--- src/design/wscp_defines.vh ---
// constants for the wake-up serial command port
// assumes a 100 MHz system clock; included by bare name
// Behaviour
// - 8N1 framing, raw binary bytes
// - baud 300, 600, 1200 or 2400
// - data bits least significant first
// - reply ACK if valid, else NAK
// - sleep after reply, new wake-up needed
// - transmit command may busy device 3 s
// - no-op command only returns ACK
// - transceiver powered from wake to command end (code powers it with the RS-232 option only)
// - ACK is 0x06, NAK is 0x15
// - two second watchdog sends NAK, sleeps
`ifndef WSCP_DEFINES_VH
`define WSCP_DEFINES_VH

`define WSCP_CLK_HZ        100000000
`define WSCP_ACK_BYTE      8'h06
`define WSCP_NAK_BYTE      8'h15
`define WSCP_NOP_BYTE      8'hB0
`define WSCP_BAUD_SEL_300  2'h0
`define WSCP_BAUD_SEL_600  2'h1
`define WSCP_BAUD_SEL_1200 2'h2
`define WSCP_BAUD_SEL_2400 2'h3
`define WSCP_BAUD_300      300
`define WSCP_BAUD_600      600
`define WSCP_BAUD_1200     1200
`define WSCP_BAUD_2400     2400
`define WSCP_WAKE_MIN_MS   25
`define WSCP_WAKE_MIN_CYC  ((`WSCP_CLK_HZ / 1000) * `WSCP_WAKE_MIN_MS)
`define WSCP_WDOG_S        2
`define WSCP_WDOG_CYC      (`WSCP_CLK_HZ * `WSCP_WDOG_S)
`define WSCP_DATA_BITS     8

`endif

--- src/design/wscp_baud_gen.v ---
// baud tick generator: one-cycle pulse at 16x the selected rate
// assumes sel is stable while a frame is in flight
`timescale 1ns/1ps
`default_nettype none
`include "wscp_defines.vh"
module wscp_baud_gen #(
    parameter integer CLK_HZ = `WSCP_CLK_HZ
) (
    // clock and reset
    input  wire       clk,
    input  wire       rst_n,
    // control
    input  wire       clr,
    input  wire [1:0] sel,
    // tick out
    output reg        tick16
);
    localparam [31:0] DIV_300_W  = CLK_HZ / (`WSCP_BAUD_300 * 16) - 1;
    localparam [31:0] DIV_600_W  = CLK_HZ / (`WSCP_BAUD_600 * 16) - 1;
    localparam [31:0] DIV_1200_W = CLK_HZ / (`WSCP_BAUD_1200 * 16) - 1;
    localparam [31:0] DIV_2400_W = CLK_HZ / (`WSCP_BAUD_2400 * 16) - 1;
    // divider fits 16 bits for any clock up to about 314 MHz
    localparam [15:0] DIV_300    = DIV_300_W[15:0];
    localparam [15:0] DIV_600    = DIV_600_W[15:0];
    localparam [15:0] DIV_1200   = DIV_1200_W[15:0];
    localparam [15:0] DIV_2400   = DIV_2400_W[15:0];

    reg  [15:0] cnt_q;
    reg  [15:0] lim;

    always @* begin
        case (sel)
            `WSCP_BAUD_SEL_300:  lim = DIV_300;
            `WSCP_BAUD_SEL_600:  lim = DIV_600;
            `WSCP_BAUD_SEL_1200: lim = DIV_1200;
            default:             lim = DIV_2400;
        endcase
    end

    always @(posedge clk or negedge rst_n) begin
        if (!rst_n) begin
            cnt_q  <= 16'h0000;
            tick16 <= 1'b0;
        end else if (clr || cnt_q >= lim) begin
            cnt_q  <= 16'h0000;
            tick16 <= ~clr;
        end else begin
            cnt_q  <= cnt_q + 16'h0001;
            tick16 <= 1'b0;
        end
    end
endmodule // wscp_baud_gen
`default_nettype wire

--- src/design/wscp_port.v ---
// wake-up serial command port: wake detect, 8N1 receive, ACK/NAK reply
// assumes synchronous pins; host keeps its own spacing and wake timing
`timescale 1ns/1ps
`default_nettype none
`include "wscp_defines.vh"
module wscp_port #(
    parameter integer CLK_HZ       = `WSCP_CLK_HZ,
    parameter integer WAKE_MIN_CYC = `WSCP_WAKE_MIN_CYC,
    parameter integer WDOG_CYC     = `WSCP_WDOG_CYC
) (
    // clock and reset
    input  wire       CLK_SYS,
    input  wire       RST_N,
    // configuration straps
    input  wire [1:0] BAUD_SEL,
    input  wire       OPT_RS232,
    // serial pins (pin polarity per option)
    input  wire       WAKE_PIN,
    input  wire       RXD_PIN,
    output reg        TXD_PIN,
    output reg        XCVR_PWR_EN,
    // command handoff to the rest of the device
    input  wire [3:0] CMD_LEN,
    input  wire       CMD_VALID,
    output reg  [7:0] CMD_BYTE,
    output reg        CMD_BYTE_STB,
    output reg        CMD_DATA_STB,
    output reg  [7:0] CMD_DATA,
    output reg        CMD_DONE,
    output reg        CMD_TIMEOUT,
    output reg        AWAKE
);
    localparam [2:0] S_SLEEP = 3'h0;
    localparam [2:0] S_CMD   = 3'h1;
    localparam [2:0] S_DATA  = 3'h2;
    localparam [2:0] S_TX    = 3'h3;
    localparam [2:0] S_WAIT  = 3'h4;
    localparam [31:0] WAKE_LIM = WAKE_MIN_CYC;
    localparam [31:0] WDOG_LIM = WDOG_CYC;

    reg  [2:0]  st_q;
    reg  [31:0] wake_cnt_q;
    reg  [31:0] wdog_q;
    reg  [3:0]  need_q;
    reg         nak_q;
    reg         wake_armed_q;
    // receiver
    reg         rx_busy_q;
    reg  [3:0]  rx_ph_q;
    reg  [3:0]  rx_bit_q;
    reg  [7:0]  rx_sh_q;
    reg         rx_done_q;
    reg         rx_ferr_q;
    // transmitter
    reg         tx_go_q;
    reg  [7:0]  tx_byte_q;
    reg  [3:0]  tx_ph_q;
    reg  [3:0]  tx_bit_q;
    reg  [9:0]  tx_sh_q;
    reg         tx_busy_q;

    wire        tick16;
    // restart the divider at reply start so the start bit is a full bit
    wire        tx_start = tx_go_q & ~tx_busy_q;
    // pins normalised so that 1 is active wake and 0 is space/start
    wire        wake_act = OPT_RS232 ? WAKE_PIN : ~WAKE_PIN;
    wire        rx_mark  = OPT_RS232 ? ~RXD_PIN : RXD_PIN;
    wire        awake    = (st_q != S_SLEEP);

    wscp_baud_gen #(
        .CLK_HZ (CLK_HZ)
    ) u_baud (
        .clk    (CLK_SYS),
        .rst_n  (RST_N),
        .clr    (tx_start),
        .sel    (BAUD_SEL),
        .tick16 (tick16)
    );

    // wake pulse qualified by minimum width, accepted on return to idle
    always @(posedge CLK_SYS or negedge RST_N) begin
        if (!RST_N) begin
            wake_cnt_q   <= 32'h0000_0000;
            wake_armed_q <= 1'b0;
        end else if (wake_act) begin
            if (wake_cnt_q < WAKE_LIM)
                wake_cnt_q <= wake_cnt_q + 32'h0000_0001;
            else
                wake_armed_q <= 1'b1;
        end else begin
            wake_cnt_q   <= 32'h0000_0000;
            wake_armed_q <= 1'b0;
        end
    end
    wire wake_ev = wake_armed_q & ~wake_act & (st_q == S_SLEEP);

    // 8N1 receiver, oversampled 16x, mid-bit sampling
    always @(posedge CLK_SYS or negedge RST_N) begin
        if (!RST_N) begin
            rx_busy_q <= 1'b0;
            rx_ph_q   <= 4'h0;
            rx_bit_q  <= 4'h0;
            rx_sh_q   <= 8'h00;
            rx_done_q <= 1'b0;
            rx_ferr_q <= 1'b0;
        end else begin
            rx_done_q <= 1'b0;
            if (st_q != S_CMD && st_q != S_DATA) begin
                rx_busy_q <= 1'b0;
            end else if (tick16) begin
                if (!rx_busy_q) begin
                    if (!rx_mark) begin
                        rx_busy_q <= 1'b1;
                        rx_ph_q   <= 4'h0;
                        rx_bit_q  <= 4'h0;
                    end
                end else begin
                    rx_ph_q <= rx_ph_q + 4'h1;
                    if (rx_ph_q == 4'h7) begin
                        if (rx_bit_q == 4'h0 && rx_mark) begin
                            rx_busy_q <= 1'b0; // glitch, not a start bit
                        end else if (rx_bit_q == 4'h9) begin
                            rx_busy_q <= 1'b0;
                            rx_done_q <= 1'b1;
                            rx_ferr_q <= ~rx_mark;
                        end else if (rx_bit_q != 4'h0) begin
                            rx_sh_q <= {rx_mark, rx_sh_q[7:1]};
                        end
                    end
                    if (rx_ph_q == 4'hF)
                        rx_bit_q <= rx_bit_q + 4'h1;
                end
            end
        end
    end

    // 8N1 transmitter
    always @(posedge CLK_SYS or negedge RST_N) begin
        if (!RST_N) begin
            tx_busy_q <= 1'b0;
            tx_ph_q   <= 4'h0;
            tx_bit_q  <= 4'h0;
            tx_sh_q   <= 10'h3FF;
            TXD_PIN   <= 1'b1;
        end else begin
            if (tx_go_q && !tx_busy_q) begin
                tx_busy_q <= 1'b1;
                tx_sh_q   <= {1'b1, tx_byte_q, 1'b0};
                tx_ph_q   <= 4'h0;
                tx_bit_q  <= 4'h0;
            end else if (tx_busy_q && tick16) begin
                tx_ph_q <= tx_ph_q + 4'h1;
                if (tx_ph_q == 4'hF) begin
                    tx_sh_q  <= {1'b1, tx_sh_q[9:1]};
                    tx_bit_q <= tx_bit_q + 4'h1;
                    if (tx_bit_q == 4'h9)
                        tx_busy_q <= 1'b0;
                end
            end
            // rs-232 inverts; idle mark for both options
            TXD_PIN <= OPT_RS232 ? ~(tx_busy_q ? tx_sh_q[0] : 1'b1)
                                 : (tx_busy_q ? tx_sh_q[0] : 1'b1);
        end
    end

    // command sequencer
    always @(posedge CLK_SYS or negedge RST_N) begin
        if (!RST_N) begin
            st_q         <= S_SLEEP;
            wdog_q       <= 32'h0000_0000;
            need_q       <= 4'h0;
            nak_q        <= 1'b0;
            tx_go_q      <= 1'b0;
            tx_byte_q    <= 8'h00;
            CMD_BYTE     <= 8'h00;
            CMD_BYTE_STB <= 1'b0;
            CMD_DATA     <= 8'h00;
            CMD_DATA_STB <= 1'b0;
            CMD_DONE     <= 1'b0;
            CMD_TIMEOUT  <= 1'b0;
            XCVR_PWR_EN  <= 1'b0;
            AWAKE        <= 1'b0;
        end else begin
            CMD_BYTE_STB <= 1'b0;
            CMD_DATA_STB <= 1'b0;
            CMD_DONE     <= 1'b0;
            CMD_TIMEOUT  <= 1'b0;
            tx_go_q      <= 1'b0;
            AWAKE        <= awake;
            if (st_q == S_CMD || st_q == S_DATA)
                wdog_q <= wdog_q + 32'h0000_0001;
            case (st_q)
                S_SLEEP: if (wake_ev) begin
                    st_q        <= S_CMD;
                    wdog_q      <= 32'h0000_0000;
                    nak_q       <= 1'b0;
                    XCVR_PWR_EN <= OPT_RS232;
                end
                S_CMD, S_DATA: begin
                    if (wdog_q >= WDOG_LIM - 32'h0000_0001) begin
                        st_q        <= S_TX;
                        tx_byte_q   <= `WSCP_NAK_BYTE;
                        CMD_TIMEOUT <= 1'b1;
                    end else if (rx_done_q && st_q == S_CMD) begin
                        nak_q <= rx_ferr_q;
                        if (rx_sh_q == `WSCP_NOP_BYTE) begin
                            st_q <= S_TX;
                            tx_byte_q <= rx_ferr_q ? `WSCP_NAK_BYTE : `WSCP_ACK_BYTE;
                        end else begin
                            CMD_BYTE     <= rx_sh_q;
                            CMD_BYTE_STB <= 1'b1;
                            st_q         <= S_DATA;
                            need_q       <= 4'h0;
                        end
                    end else if (st_q == S_DATA && CMD_BYTE_STB) begin
                        need_q <= CMD_LEN;
                    end else if (st_q == S_DATA && !CMD_BYTE_STB && need_q == 4'h0
                                 && !CMD_DATA_STB) begin
                        CMD_DONE  <= 1'b1;
                        st_q      <= S_TX;
                        tx_byte_q <= (CMD_VALID && !nak_q) ? `WSCP_ACK_BYTE
                                                           : `WSCP_NAK_BYTE;
                    end else if (rx_done_q) begin
                        CMD_DATA     <= rx_sh_q;
                        CMD_DATA_STB <= 1'b1;
                        need_q       <= need_q - 4'h1;
                        if (rx_ferr_q)
                            nak_q <= 1'b1;
                    end
                end
                S_TX: begin
                    tx_go_q <= 1'b1;
                    st_q    <= S_WAIT;
                end
                default: if (!tx_go_q && !tx_busy_q) begin
                    st_q        <= S_SLEEP;
                    XCVR_PWR_EN <= 1'b0;
                end
            endcase
        end
    end
endmodule // wscp_port
`default_nettype wire

--- config.mk ---
export PLATFORM = sky130hd
export DESIGN_NAME = wscp_port
export DESIGN_NICKNAME = d
export VERILOG_FILES = /design/src/design/wscp_baud_gen.v /design/src/design/wscp_port.v
export VERILOG_INCLUDE_DIRS = /design/src /design/src/design
export SDC_FILE = /design/constraint.sdc
export NUM_CORES = 1
export LEC_CHECK = 0
export ABC_CLOCK_PERIOD_IN_PS = 2280
export BUFFER_PORTS_ARGS = -buffer_cell sky130_fd_sc_hd__buf_2
export CELL_PAD_IN_SITES_DETAIL_PLACEMENT = 0
export CELL_PAD_IN_SITES_GLOBAL_PLACEMENT = 1
export CORE_MARGIN = 1
export CORE_UTILIZATION = 44
export DETAILED_ROUTE_END_ITERATION = 10
export PLACE_DENSITY_LB_ADDON = 0.1
export SYNTH_ARGS = -nofsm -noshare
export SYNTH_HDL_FRONTEND = slang
export SYNTH_SLANG_ARGS = --single-unit
--- constraint.sdc ---
create_clock -name CLK_SYS -period 2.28 [get_ports CLK_SYS]
set_input_delay 0.456 -clock CLK_SYS [delete_from_list [all_inputs] [get_ports CLK_SYS]]
set_output_delay 0.456 -clock CLK_SYS [all_outputs]
set_load 0.01 [all_outputs]
# --- Yosys cells after proc, flatten, opt, wreduce, memory -nomap -nowiden ---
# Cells that the tools add are included.
totals:
  out_inout_bits: 23
  wordCells: 228
  regBits: 160
classes:
  eq_ne: 29
  n_addsub: 8
  bitwise: 19
  n_lt_le_gt_ge: 3
  muxes: 92
  reduce_logical: 48
ops:
  columns: ["cell", "n"]
  rows:
  - ["$mux 32", 5]
  - ["$add 32x1->32 const B", 2]
  - ["$mux 4", 14]
  - ["$mux 1", 52]
  - ["$pmux 15 s3", 1]
  - ["$mux 8", 5]
  - ["$ge 32x28->1 const B", 1]
  - ["$lt 32x22->1 const B", 1]
  - ["$mux 10", 3]
  - ["$mux 3", 6]
  - ["$ne 3x3->1 const B", 6]
  - ["$add 16x1->16 const B", 1]
  - ["$add 4x1->4 const B", 4]
  - ["$eq 4x4->1 const B", 4]
  - ["$ge 16x15->1", 1]
  - ["$mux 16", 1]
  - ["$not 1->1", 16]
  - ["$reduce_and 4->1", 4]
  - ["$reduce_and 7->1", 2]
  - ["$reduce_and 6->1", 2]
  - ["$reduce_bool 2->1", 6]
  - ["$logic_and 1x1->1", 11]
  - ["$mux 5", 2]
  - ["$ne 2x2->1 const B", 5]
  - ["26 further kinds", 44]

# --- Logic depth before layout (Yosys ltp) ---
# Gate-level depths: netlist (run 1).
logic_depth:
  word_depth: 9
  ltp_mapped: 10

# --- Modules after synthesis ---
# A second synthesis (run 1) with hierarchy kept.
unflattened:
  cells_unflattened: 807
  area_unflattened_um2: 8220.4
by_module_without_submodules:
  columns: ["module", "cells_per_inst", "area_per_inst_um2", "n_inst"]
  rows:
  - ["wscp_port", 676, 6890.4, 1]
  - ["wscp_baud_gen", 131, 1330.0, 1]

# --- Worst setup path before layout (run 1) ---
# No wires, ideal clock.
synth_timing:
  path_kind: "in2reg"
  startpoint: "input BAUD_SEL[0]"
  endpoint: "register u_baud.cnt_q[10]"
  path_buffers: 1
  path_slack_ns: -0.233
  t_arrival_ns: 2.441
  setup_time_ns: 0.072
  stages: 10
  path_cell_list: "inv_1 > ha_1 > inv_1 > ha_1 > or3b_2 > a221o_1 > a31oi_1 > o211ai_1 > clkbuf_1 > nor2_1"
synth_between:
  elab_chain_len: 5
  elab_cells_between_ends: 7
  cone_classes: "order compare (1); eq/ne (2); mux (2); reduce/logical (2)"
synth_rtl:
  columns: ["item", "line", "text"]
  rows:
  - ["start, declared", "wscp_port.v:15", "input wire [1:0] BAUD_SEL,"]
  - ["$eq 2x2->1 (tied with other cells)", "wscp_baud_gen.v:32", "case (sel)"]
  - ["$pmux 15 s3 *", "wscp_baud_gen.v:32", null]
  - ["$ge 16x15->1 *", "wscp_baud_gen.v:44", "end else if (clr || cnt_q >= lim) begin"]
  - ["$logic_or 1x1->1 *", "wscp_baud_gen.v:44", null]
  - ["$mux 16 *", "wscp_baud_gen.v:44", null]
  - ["end signal, assigned", "wscp_baud_gen.v:48", "cnt_q <= cnt_q + 16'h0001;"]
  - ["end, declared", "wscp_baud_gen.v:28", "reg [15:0] cnt_q;"]
# Every way passes the cells marked *; elsewhere a longest branch is shown, timed or not.
# A chain may end at the register's enable or synchronous reset.

# --- Worst setup path after layout (run 1) ---
layout_timing:
  startpoint: "register wdog_q[12]"
  endpoint: "register CMD_DATA[0]"
layout_between:
  elab_chain_len: 3
layout_rtl:
  columns: ["item", "line", "text"]
  rows:
  - ["start, declared", "wscp_port.v:43", "reg [31:0] wdog_q;"]
  - ["start signal, assigned", "wscp_port.v:191", "wdog_q <= wdog_q + 32'h0000_0001;"]
  - ["$ge 32x28->1", "wscp_port.v:200", "if (wdog_q >= WDOG_LIM - 32'h0000_0001) begin"]
  - ["$not 1->1 (no source line)", null, null]
  - ["$reduce_and 6->1 (no source line)", null, null]
  - ["end signal, assigned", "wscp_port.v:224", "CMD_DATA <= rx_sh_q;"]
  - ["end, declared", "wscp_port.v:28", "output reg [7:0] CMD_DATA,"]
# Every way passes these cells.

==> metrics.txt, run 1 <==
status=finished clean; row count=49; Finished Cell Area=about 9600 um^2; Pleak=4.44 nW; final core utilization=between 50% and 60%; multi-input logic area=approximately 4000 um^2; FF+latch area=slightly below 4000 um^2; Critical path buffers and inverters=1; buffers added on ports=34; Critical Path End Type=flop; commonest cells after routing, fill and taps aside=dfrtp_1 (144), nor2_1 (79), nand2_1 (75), buf_4 (60), nand3_1 (40); drt drc=0; initial antenna violation count=0; Worst-Margin Slew=between 0.4 and 0.5 ns; Die Y=137 um; GRT Overall Usage=between 20% and 30%; Syn-to-layout area delta=19.1%; Crit-path slowest cell=or4_4; Max Buffers Root-to-Sink=2; vias post-DR=approximately 6,000; core box area=roughly 18,000 um^2; largest area contributor in the netlist=dfrtp_1; cell count after synthesis=just under 800; CTS tree=done; clock root cell=clkbuf_16; main flop type after synthesis=dfrtp_1; critical path class=reg -> reg; achievable frequency=442 MHz; Synthesis Warnings=0; ys async rst share=100%; CP most frequent cell=or4_4; Synth area leaders=dfrtp_1 (45%), ha_1 (4.4%), nor2_1 (3.7%); Internal Power=approximately 4.5 mW; placed instance area=about 8900 um^2; TritonCTS Sinks=154; synth unique cells=76; final cell count without fillers=about 1,100; peak supply drop=between 0.5 and 0.6 mV; Die X=between 100 and 150 um; cell chain of the critical path=or4_4 -> nor2_4 -> a2111oi_4 -> or4_4 -> buf_8 -> mux2_4; final period utilization=between 90% and 100%; CP required=between 2 and 3 ns; Crit path largest cell delay=around 0.55 ns; fillers=1,656; Min-Delay Path Class=in -> reg; via/cell ratio=between 5 and 6; Clock Skew=around 0.011 ns; pin count of the biggest net entering global routing=54; routed length per instance=~16 um; Skew-Pair Late Insertion Delay=0.43 ns; Boundary Pins=35; delay-heaviest family, CP=simple AND/OR/NAND/NOR gates; Pwr per Cell Area=646 nW/um^2; Max-Cap Viols=0; initial core utilization=~45%; synthesized area=between 8000 and 9000 um^2; Clk pwr share=~44%; Sequential Power Share=between 40 and 50%; global route overflow=0; Final Power=between 6 and 7 mW; slew margin rel.=between 60% and 70%; net switching fraction of the power=~27%; DP HPWL=approximately 12,000 um; n_diodes=0; arrival time worst endpoint=between 2 and 3 ns; total routed wirelength=approximately 18,000 um; Setup violations, final=0; Post-synth EDFFs=0; Avg Cell Area, Syn=a little over 10 um^2; DP Cell Count=1,091; final antenna-violating net count=0; Syn Nets=around 830; vias in the first global route=about 6,100; sequential area share after synthesis=48.2%; Slew Limit Fails=0; Reg clk slew, reported paths=approximately 0.060 ns; Sw Pwr=around 1.7 mW; DIE AREA=~19,000 um^2; Final Hold Viols=0; Num CTS Buffers=17; combinational share of power=8.3%; H-tree lvl count=4; RePlAce Congestion=0.804; Final Critical Period=roughly 2.3 ns; share of cells above drive strength 1=22.5%; final net count=~900; CP Max Fanout=5; DR pass1 iterations=4; Initial DRC Count=between 200 and 300; global-route wire length before repair=a little under 30,000 um; Startpoint Class=flop; unrepaired setup endpoints after global routing=yes; leading cell type in the layout, fill and taps excluded=dfrtp_1; flops & latches, synth=~150; Yosys top cell area share=between 40 and 50%
-- flip-flops by register name (all words and copies together), names as in the netlist, 3 cells and up --
| signal | flops |
|---|---|
| CMD_BYTE | 8 |
| CMD_DATA | 8 |
| need_q | 4 |
| rx_bit_q | 4 |
| rx_ph_q | 4 |
| rx_sh_q | 8 |
| st_q | 3 |
| tx_bit_q | 4 |
| tx_byte_q | 3 |
| tx_ph_q | 4 |
| tx_sh_q | 9 |
| u_baud.cnt_q | 16 |
| wake_cnt_q | 32 |
| wdog_q | 32 |
-- power groups by stage --
stage	registers, mW	logic, mW	clock network, mW
floorplan	2.95	0.308	0
global placement	2.97	0.487	0
detailed placement	2.98	0.509	0
CTS	2.92	0.516	2.82
global route	2.94	0.595	2.95
finish	2.93	0.512	2.73
-- through the flow --
| stage | hold WS (ns) | worst slack [ns] | TNS, ns |
|---|---|---|---|
| 3_5_place_dp | 0.409 | -0.250 | -3.60 |
| 4_1_cts | 0.360 | 0.0183 | 0 |
| 6_report | 0.388 | 0.0178 | 0 |
| 3_3_place_gp | 0.401 | -0.158 | -2.19 |
| 2_1_floorplan | 0.160 | 0.00712 | 0 |
| 5_1_grt | 0.357 | -0.00917 | -0.0249 |
-- worst paths after layout --
path | slack, ns | start | end | depth (start not counted)
setup / recovery | 0.02 | wdog_q[12] | CMD_DATA[0] | 6
hold / removal | 0.39 | OPT_RS232 | XCVR_PWR_EN | 3
hold reg to reg | 0.47 | tx_sh_q[7] | tx_sh_q[6] | 2
setup reg to reg | 0.02 | wdog_q[12] | CMD_DATA[0] | 6
min in group asynchronous | 0.51 | RST_N | wdog_q[25] | 2
max in group asynchronous | 1.04 | RST_N | tx_sh_q[3] | 3
-- per-layer routing --
metal | share of wire (%) | GRT usage (%) | up-vias
met5 | 0 | 0 | -
met4 | 0.87 | 5.31 | 0
met3 | 2.7 | 4.00 | 14
met2 | 48 | 33.9 | 65
met1 | 48 | 26.6 | 3016
li1 | - | - | 3036
-- layout make-up --
type / instances / share of cell area (%)
sequential: 154 / 40.4
tap: 229 / 3.00
clock buffer: 18 / 4.59
timing repair buffer: 100 / 7.57
multi-input combinational: 580 / 41.7
clock inverter: 14 / 1.36
inverter: 31 / 1.30
-- cells by family (layout without fill, tap and decap cells) --
kind of cell,Yosys count,in the layout,synth area share [%]
mux,35,35,5.15
flops,154,154,48.2
compound gates,133,133,11.8
buf+inv,59,163,2.92
fa+ha+maj,28,28,4.37
xor+xnor,57,57,6.32
simple gates,327,327,21.3
-- synthesized netlist by cell type, types with 4 or more instances --
master       n
a21oi_1     26
nand4_1     15
a41o_1       4
o31ai_1      5
nand2_1     75
mux2i_1      9
buf_1        5
nor2_1      79
a211oi_1     6
or3_1        7
and4_1       7
a22o_1       7
and3_1      17
clkbuf_1    18
nor3_1      12
mux2_4       8
xnor2_1     32
mux2_2      18
a2111oi_0    4
nand3_1     41
nor4_1      13
ha_1        28
and2_1      16
o21ai_0     34
o211ai_1     5
xor2_1      24
dfstp_2     10
a31oi_1      7
or2_2        4
inv_1       31
dfrtp_1    144
nand2b_1     8
or4_1        8
-- repair_timing --
| action | 4_1_cts | 5_1_grt |
|---|---|---|
| setup endpoints to repair | 5 | 11 |
| pin swaps | 0 | 5 |
| cloned | 0 | 1 |
| hold endpoints to repair | 38 | 0 |
| buffers inserted | 0 | 1 |
| resized for setup | 4 | 9 |
| hold buffers | 1 | 0 |
-- worst reg2reg max path: stages (launching register included) --
cell and delay, ns:
dfrtp_1 0.38, or4_4 0.55, nor2_4 0.15, a2111oi_4 0.09
or4_4 0.53, buf_8 0.16, mux2_4 0.29
No activity file was read; power rests on OpenSTA's default activity.
==> run 2, diff against run 1 <==
--- a/config.mk
+++ b/config.mk
@@ -13,7 +13,7 @@
 export CORE_MARGIN = 1
 export CORE_UTILIZATION = 44
 export DETAILED_ROUTE_END_ITERATION = 10
-export PLACE_DENSITY_LB_ADDON = 0.1
+export PLACE_DENSITY = 0.86
 export SYNTH_ARGS = -nofsm -noshare
 export SYNTH_HDL_FRONTEND = slang
 export SYNTH_SLANG_ARGS = --single-unit
==> run 2 against run 1 <==
Net effect: critical path depth decreased by 1; largest power group unchanged; worst setup slack gained 0.029 ns; fmax up 1.3%; critical endpoint unchanged; first-iteration DRC count up 30%.
==> metrics.txt, run 2 (synthesized netlist as in run 1, its figures left out) <==
buffers added on ports=34 (unchanged); initial antenna violation count=0 (unchanged); CP required=2.59 ns (about the same); Die X=137 um (unchanged); Critical Path Start=wdog_q[11]; peak supply drop=0.546 mV (+0.41%); leading cell type in the layout, fill and taps excluded=dfrtp_1; final net count=926 (+0.22%); final antenna-violating net count=0 (unchanged); n_diodes=0 (unchanged); Worst-Margin Slew=0.545 ns (+0.0614 ns); total routed wirelength=16,800 um (-4.7%); DP HPWL=11,900 um (-4.4%); hold slack final=0.373 ns (-0.0156 ns); DP Worst Slack=-0.207 ns (+0.0421 ns); hold path start=CMD_LEN[0]; vias in the first global route=5,944 (-2.0%); DP Cell Count=1,095 (+0.37%); Reg clk slew, reported paths=0.06 ns (about the same); worst reg2reg path endpoint=CMD_DATA[0]; Slew Limit Fails=0 (unchanged); final cell count without fillers=1,128 (+0.18%); fillers=1,571 (-5.1%); Finished Cell Area=9590 um^2 (+0.33%); global-route wire length before repair=28,700 um (-3.7%); RePlAce Congestion=0.824 (+2.5%); commonest cells after routing, fill and taps aside=dfrtp_1 (144), nor2_1 (79), nand2_1 (75), buf_4 (64), nand3_1 (41); CTS tree=done; drt drc=0 (unchanged); Final Power=6.35 mW (+3.0%); Max Buffers Root-to-Sink=2 (unchanged); TritonCTS Sinks=154 (unchanged); vias post-DR=6,140 (+0.15%); critical path class=reg -> reg; clock root cell=clkbuf_16; initial core utilization=44.8% (unchanged); Min-Delay Path Class=in -> reg; Skew-Pair Late Insertion Delay=0.43 ns (about the same); Hold Path Depth=4 (+1); Die Y=137 um (unchanged); Final Critical Period=2.23 ns (-0.0287 ns); Pleak=4.46 nW (+0.51%); Clock Skew=0.00967 ns (-0.00149 ns); Num CTS Buffers=17 (unchanged); Boundary Pins=35 (unchanged); Setup violations, final=0 (unchanged); Max-Cap Viols=0 (unchanged); row count=49 (unchanged); Initial DRC Count=343 (+30%); flop2flop setup slack=0.05 ns (+0.03 ns); Final Hold Viols=0 (unchanged); status=finished clean; final worst slack=0.0464 ns (+0.0287 ns); global route overflow=0 (unchanged); Min-Delay Endpoint=need_q[0]; final period utilization=98.0% (-1.3 points); slew margin rel.=63.2% (-3.6 points); Syn-to-layout area delta=19.5%; worst reg2reg path depth=5 (-1); DIE AREA=18,800 um^2 (unchanged); H-tree lvl count=4 (unchanged); placed instance area=8940 um^2 (+0.34%); Largest regs=wake_cnt_q: 32 flops, wdog_q: 32 flops, u_baud.cnt_q: 16 flops; share of cells above drive strength 1=22.4% (-0.16 points); GRT Overall Usage=19.4% (-0.82 points); arrival time worst endpoint=2.54 ns (-0.03 ns); reg-to-reg critical path startpoint=wdog_q[11]; unrepaired setup endpoints after global routing=no; Startpoint Class=flop; achievable frequency=448 MHz (+1.3%); routed length per instance=14.9 um (-4.9%); Pwr per Cell Area=663 nW/um^2 (+2.6%); core box area=17,900 um^2 (unchanged); via/cell ratio=5.44 (about the same); Critical Path End Type=flop; pin count of the biggest net entering global routing=49 (-9.3%); CP Max Fanout=9 (+4); DR pass1 iterations=4 (unchanged)
[run 2: how the worst max path moves through the flow]
stage / to / slack [ns] / cells past startpoint
2_1_floorplan: need_q[2] / 0.007 / 6
3_3_place_gp: u_baud.cnt_q[9] / -0.15 / 11
3_5_place_dp: u_baud.cnt_q[0] / -0.21 / 11
4_1_cts: CMD_DATA[0] / -0.0007 / 6
5_1_grt: CMD_DATA[0] / 0.001 / 6
6_report: CMD_DATA[0] / 0.05 / 5
[run 2: routing by layer]
layer / up-vias / wire [um] / global-route usage, %
li1: 3033 / - / -
met1: 2986 / 7960 / 25.4
met2: 97 / 8130 / 31.5
met3: 24 / 463 / 4.00
met4: 0 / 271 / 7.20
met5: - / 0 / 0
[run 2: layout make-up]
| class | instances | area [um^2] | area share (%) |
|---|---|---|---|
| Clock inverter | 15 | 188 | 1.96 |
| Sequential cell | 154 | 3870 | 40.3 |
| Timing Repair Buffer | 102 | 727 | 7.58 |
| Inverter | 31 | 124 | 1.29 |
| Clock buffer | 17 | 425 | 4.44 |
| Tap cell | 229 | 287 | 2.99 |
| Multi-Input combinational cell | 580 | 3970 | 41.4 |
[run 2: critical path, cell delays in order, from the launching register on]
cell	delay [ns]
dfrtp_1	0.38
or4_4	0.55
nor2_4	0.12
a2111oi_4	0.09
or4_4	0.65
mux2_4	0.33
[run 2: report_power, final]
group          switching [mW]  internal, mW  leakage (nW)
Sequential              0.103          2.82          1.97
Clock                    1.18          1.74         0.297
Combinational           0.275         0.234          2.20
[run 2: timing repair]
| action | CTS | global route |
|---|---|---|
| endpoints found under the setup margin | 12 | 11 |
| endpoints found under the hold margin | 38 | 0 |
| buffers inserted | 0 | 1 |
| gates resized for setup | 4 | 2 |
| pin swaps | 0 | 2 |
| hold buffers | 1 | 0 |
[run 2: metrics by stage]
stage | setup TNS, ns | util, %
after CTS | -0.000679 | 53.6
after global placement | -1.96 | 50.0
after floorplan | 0 | -
final | 0 | 53.6
after detailed placement | -3.36 | 50.0
after global routing | 0 | 53.6
==> run 3, diff against run 2 <==
--- a/config.mk
+++ b/config.mk
@@ -7,12 +7,13 @@
 export NUM_CORES = 1
 export LEC_CHECK = 0
 export ABC_CLOCK_PERIOD_IN_PS = 2280
-export BUFFER_PORTS_ARGS = -buffer_cell sky130_fd_sc_hd__buf_2
 export CELL_PAD_IN_SITES_DETAIL_PLACEMENT = 0
 export CELL_PAD_IN_SITES_GLOBAL_PLACEMENT = 1
 export CORE_MARGIN = 1
-export CORE_UTILIZATION = 44
+export CORE_UTILIZATION = 46
 export DETAILED_ROUTE_END_ITERATION = 10
+export DONT_BUFFER_PORTS = 1
+export MAX_ROUTING_LAYER = met4
 export PLACE_DENSITY = 0.86
 export SYNTH_ARGS = -nofsm -noshare
 export SYNTH_HDL_FRONTEND = slang
==> run 3 against run 2 <==
Net effect: the run now ends with negative hold slack left; combinational power decreased by 20%; count of clock-buffer cells in the layout grew 1; critical endpoint is now CMD_DATA[3]; clock skew about the same; die area fell by 4.3%; worst setup slack worse by 0.017 ns.
==> metrics.txt, run 3 (synthesized netlist as in run 1, its figures left out) <==
global route overflow=0 (unchanged); final worst slack=0.0292 ns (-0.0172 ns); Sw Pwr=1.53 mW (-1.9%); CP Max Fanout=5 (-4); row count=47 (-4.1%); TritonCTS Sinks=154 (unchanged); DR pass1 iterations=4 (unchanged); DP Worst Slack=-0.0684 ns (+0.139 ns); Startpoint Class=flop; GRT Overall Usage=20.9% (+1.5 points); pin count of the biggest net entering global routing=155 (+220%); setup bufs post-CTS=0 (unchanged); final antenna-violating net count=0 (unchanged); Pleak=4.18 nW (-6.3%); Sequential Power Share=49.3% (+3.3 points); Final Hold Viols=145 (+145); Slew Limit Fails=0 (unchanged); core box area=16,800 um^2 (-6.1%); DP Cell Count=1,040 (-5.0%); net switching fraction of the power=25.7% (+1.1 points); Min-Delay Path Class=in -> async; DP HPWL=12,100 um (+0.89%); Skew-Pair Late Insertion Delay=0.43 ns (about the same); CP required=2.59 ns (about the same); vias post-DR=6,125 (-0.24%); slew margin rel.=59.1% (-4.1 points); final cell count without fillers=1,073 (-4.9%); achievable frequency=444 MHz (-0.76%); vias in the first global route=6,068 (+2.1%); unrepaired setup endpoints after global routing=yes; Clock Skew=0.00920 ns (-0.000475 ns); Final Critical Period=2.25 ns (+0.0172 ns); Clk pwr share=43.9% (-2.1 points); Finished Cell Area=9250 um^2 (-3.5%); Die X=134 um (-2.2%); routed length per instance=16.2 um (+8.6%); Largest regs=wake_cnt_q: 32 flops, wdog_q: 32 flops, u_baud.cnt_q: 16 flops; final core utilization=55.0% (+1.4 points); combinational share of power=6.8% (-1.2 points); n_diodes=0 (unchanged); H-tree lvl count=4 (unchanged); Initial DRC Count=340 (-0.87%); RePlAce Congestion=0.934 (+13%); Final Power=5.96 mW (-6.3%); critical path class=reg -> reg; drt drc=0 (unchanged); total routed wirelength=17,400 um (+3.3%); placed instance area=8640 um^2 (-3.4%); Max-Cap Viols=0 (unchanged); failing checks=negative hold slack; final net count=880 (-5.0%); TNS Setup=0 ns (unchanged); Boundary Pins=35 (unchanged); Internal Power=4.43 mW (-7.7%); initial core utilization=47.7% (+2.9 points); status=finished, violations left; initial antenna violation count=0 (unchanged); Syn-to-layout area delta=15.3%; CTS tree=done; Reg clk slew, reported paths=0.06 ns (about the same); Max Buffers Root-to-Sink=2 (unchanged); Critical Path End Type=flop; buffers added on ports=0 (-100%); peak supply drop=0.455 mV (-17%); Worst-Margin Slew=0.597 ns (+0.0519 ns); Pwr per Cell Area=644 nW/um^2 (-2.8%); final period utilization=98.7% (+0.75 points); share of cells above drive strength 1=18.5% (-3.8 points); via/cell ratio=5.71 (+4.9%); clock root cell=clkbuf_16; Num CTS Buffers=17 (unchanged); Setup violations, final=0 (unchanged); fillers=1,471 (-6.4%); global-route wire length before repair=29,300 um (+2.1%); DIE AREA=18,000 um^2 (-4.3%); leading cell type in the layout, fill and taps excluded=dfrtp_1; Die Y=134 um (-2.2%); commonest cells after routing, fill and taps aside=dfrtp_1 (144), nor2_1 (79), nand2_1 (75), buf_4 (53), nand3_1 (40); arrival time worst endpoint=2.56 ns (+0.02 ns); hold slack final=-0.279 ns (-0.651 ns)
[run 3: final cells by class]
cell class	count	area, um^2	share of cell area, %
well taps	220	275	2.98
clock inverters	14	115	1.24
repair buffers	56	440	4.76
inverters	31	124	1.34
multi-input cells	580	4000	43.2
clock buffers	18	429	4.64
flip-flops and latches	154	3870	41.8
[run 3: worst paths after layout]
check,cells after the start,slack (ns),start,to
max,6,0.03,wdog_q[12],CMD_DATA[3]
min,0,-0.28,RST_N,wake_cnt_q[0]
max reg2reg,6,0.03,wdog_q[12],CMD_DATA[3]
min reg2reg,1,0.47,tx_byte_q[2],tx_byte_q[2]
max in group asynchronous,0,2.19,RST_N,tx_sh_q[3]
min in group CLK_SYS,2,0.15,OPT_RS232,XCVR_PWR_EN
[run 3: per-layer routing]
layer	global-route usage (%)	share of wire, %	vias up
met4	8.55	2.5	0
met2	33.2	49	96
met5	-	0	-
met3	4.20	3.1	25
li1	-	-	2954
met1	26.2	45	3050
[run 3: worst max-delay path, cell delays in order (launching register included)]
cell and delay, ns:
dfrtp_1 0.38, or4_4 0.55, nor2_4 0.15, a2111oi_4 0.09, or4_4 0.52, buf_6 0.16, mux2_4 0.29
[run 3: repair_timing]
| action | CTS | global route |
|---|---|---|
| resized for setup | 2 | 12 |
| hold endpoints to repair | 154 | 154 |
| cloned | 0 | 1 |
| setup endpoints to repair | 3 | 33 |
| pin swaps | 0 | 5 |
[run 3: power by group through the flow]
stage	logic (mW)	registers, mW	clock network [mW]
after floorplan	0.308	2.95	0
after global placement	0.366	2.97	0
after detailed placement	0.399	2.98	0
after global routing	0.465	2.95	2.76
after CTS	0.402	2.93	2.66
final	0.405	2.93	2.62
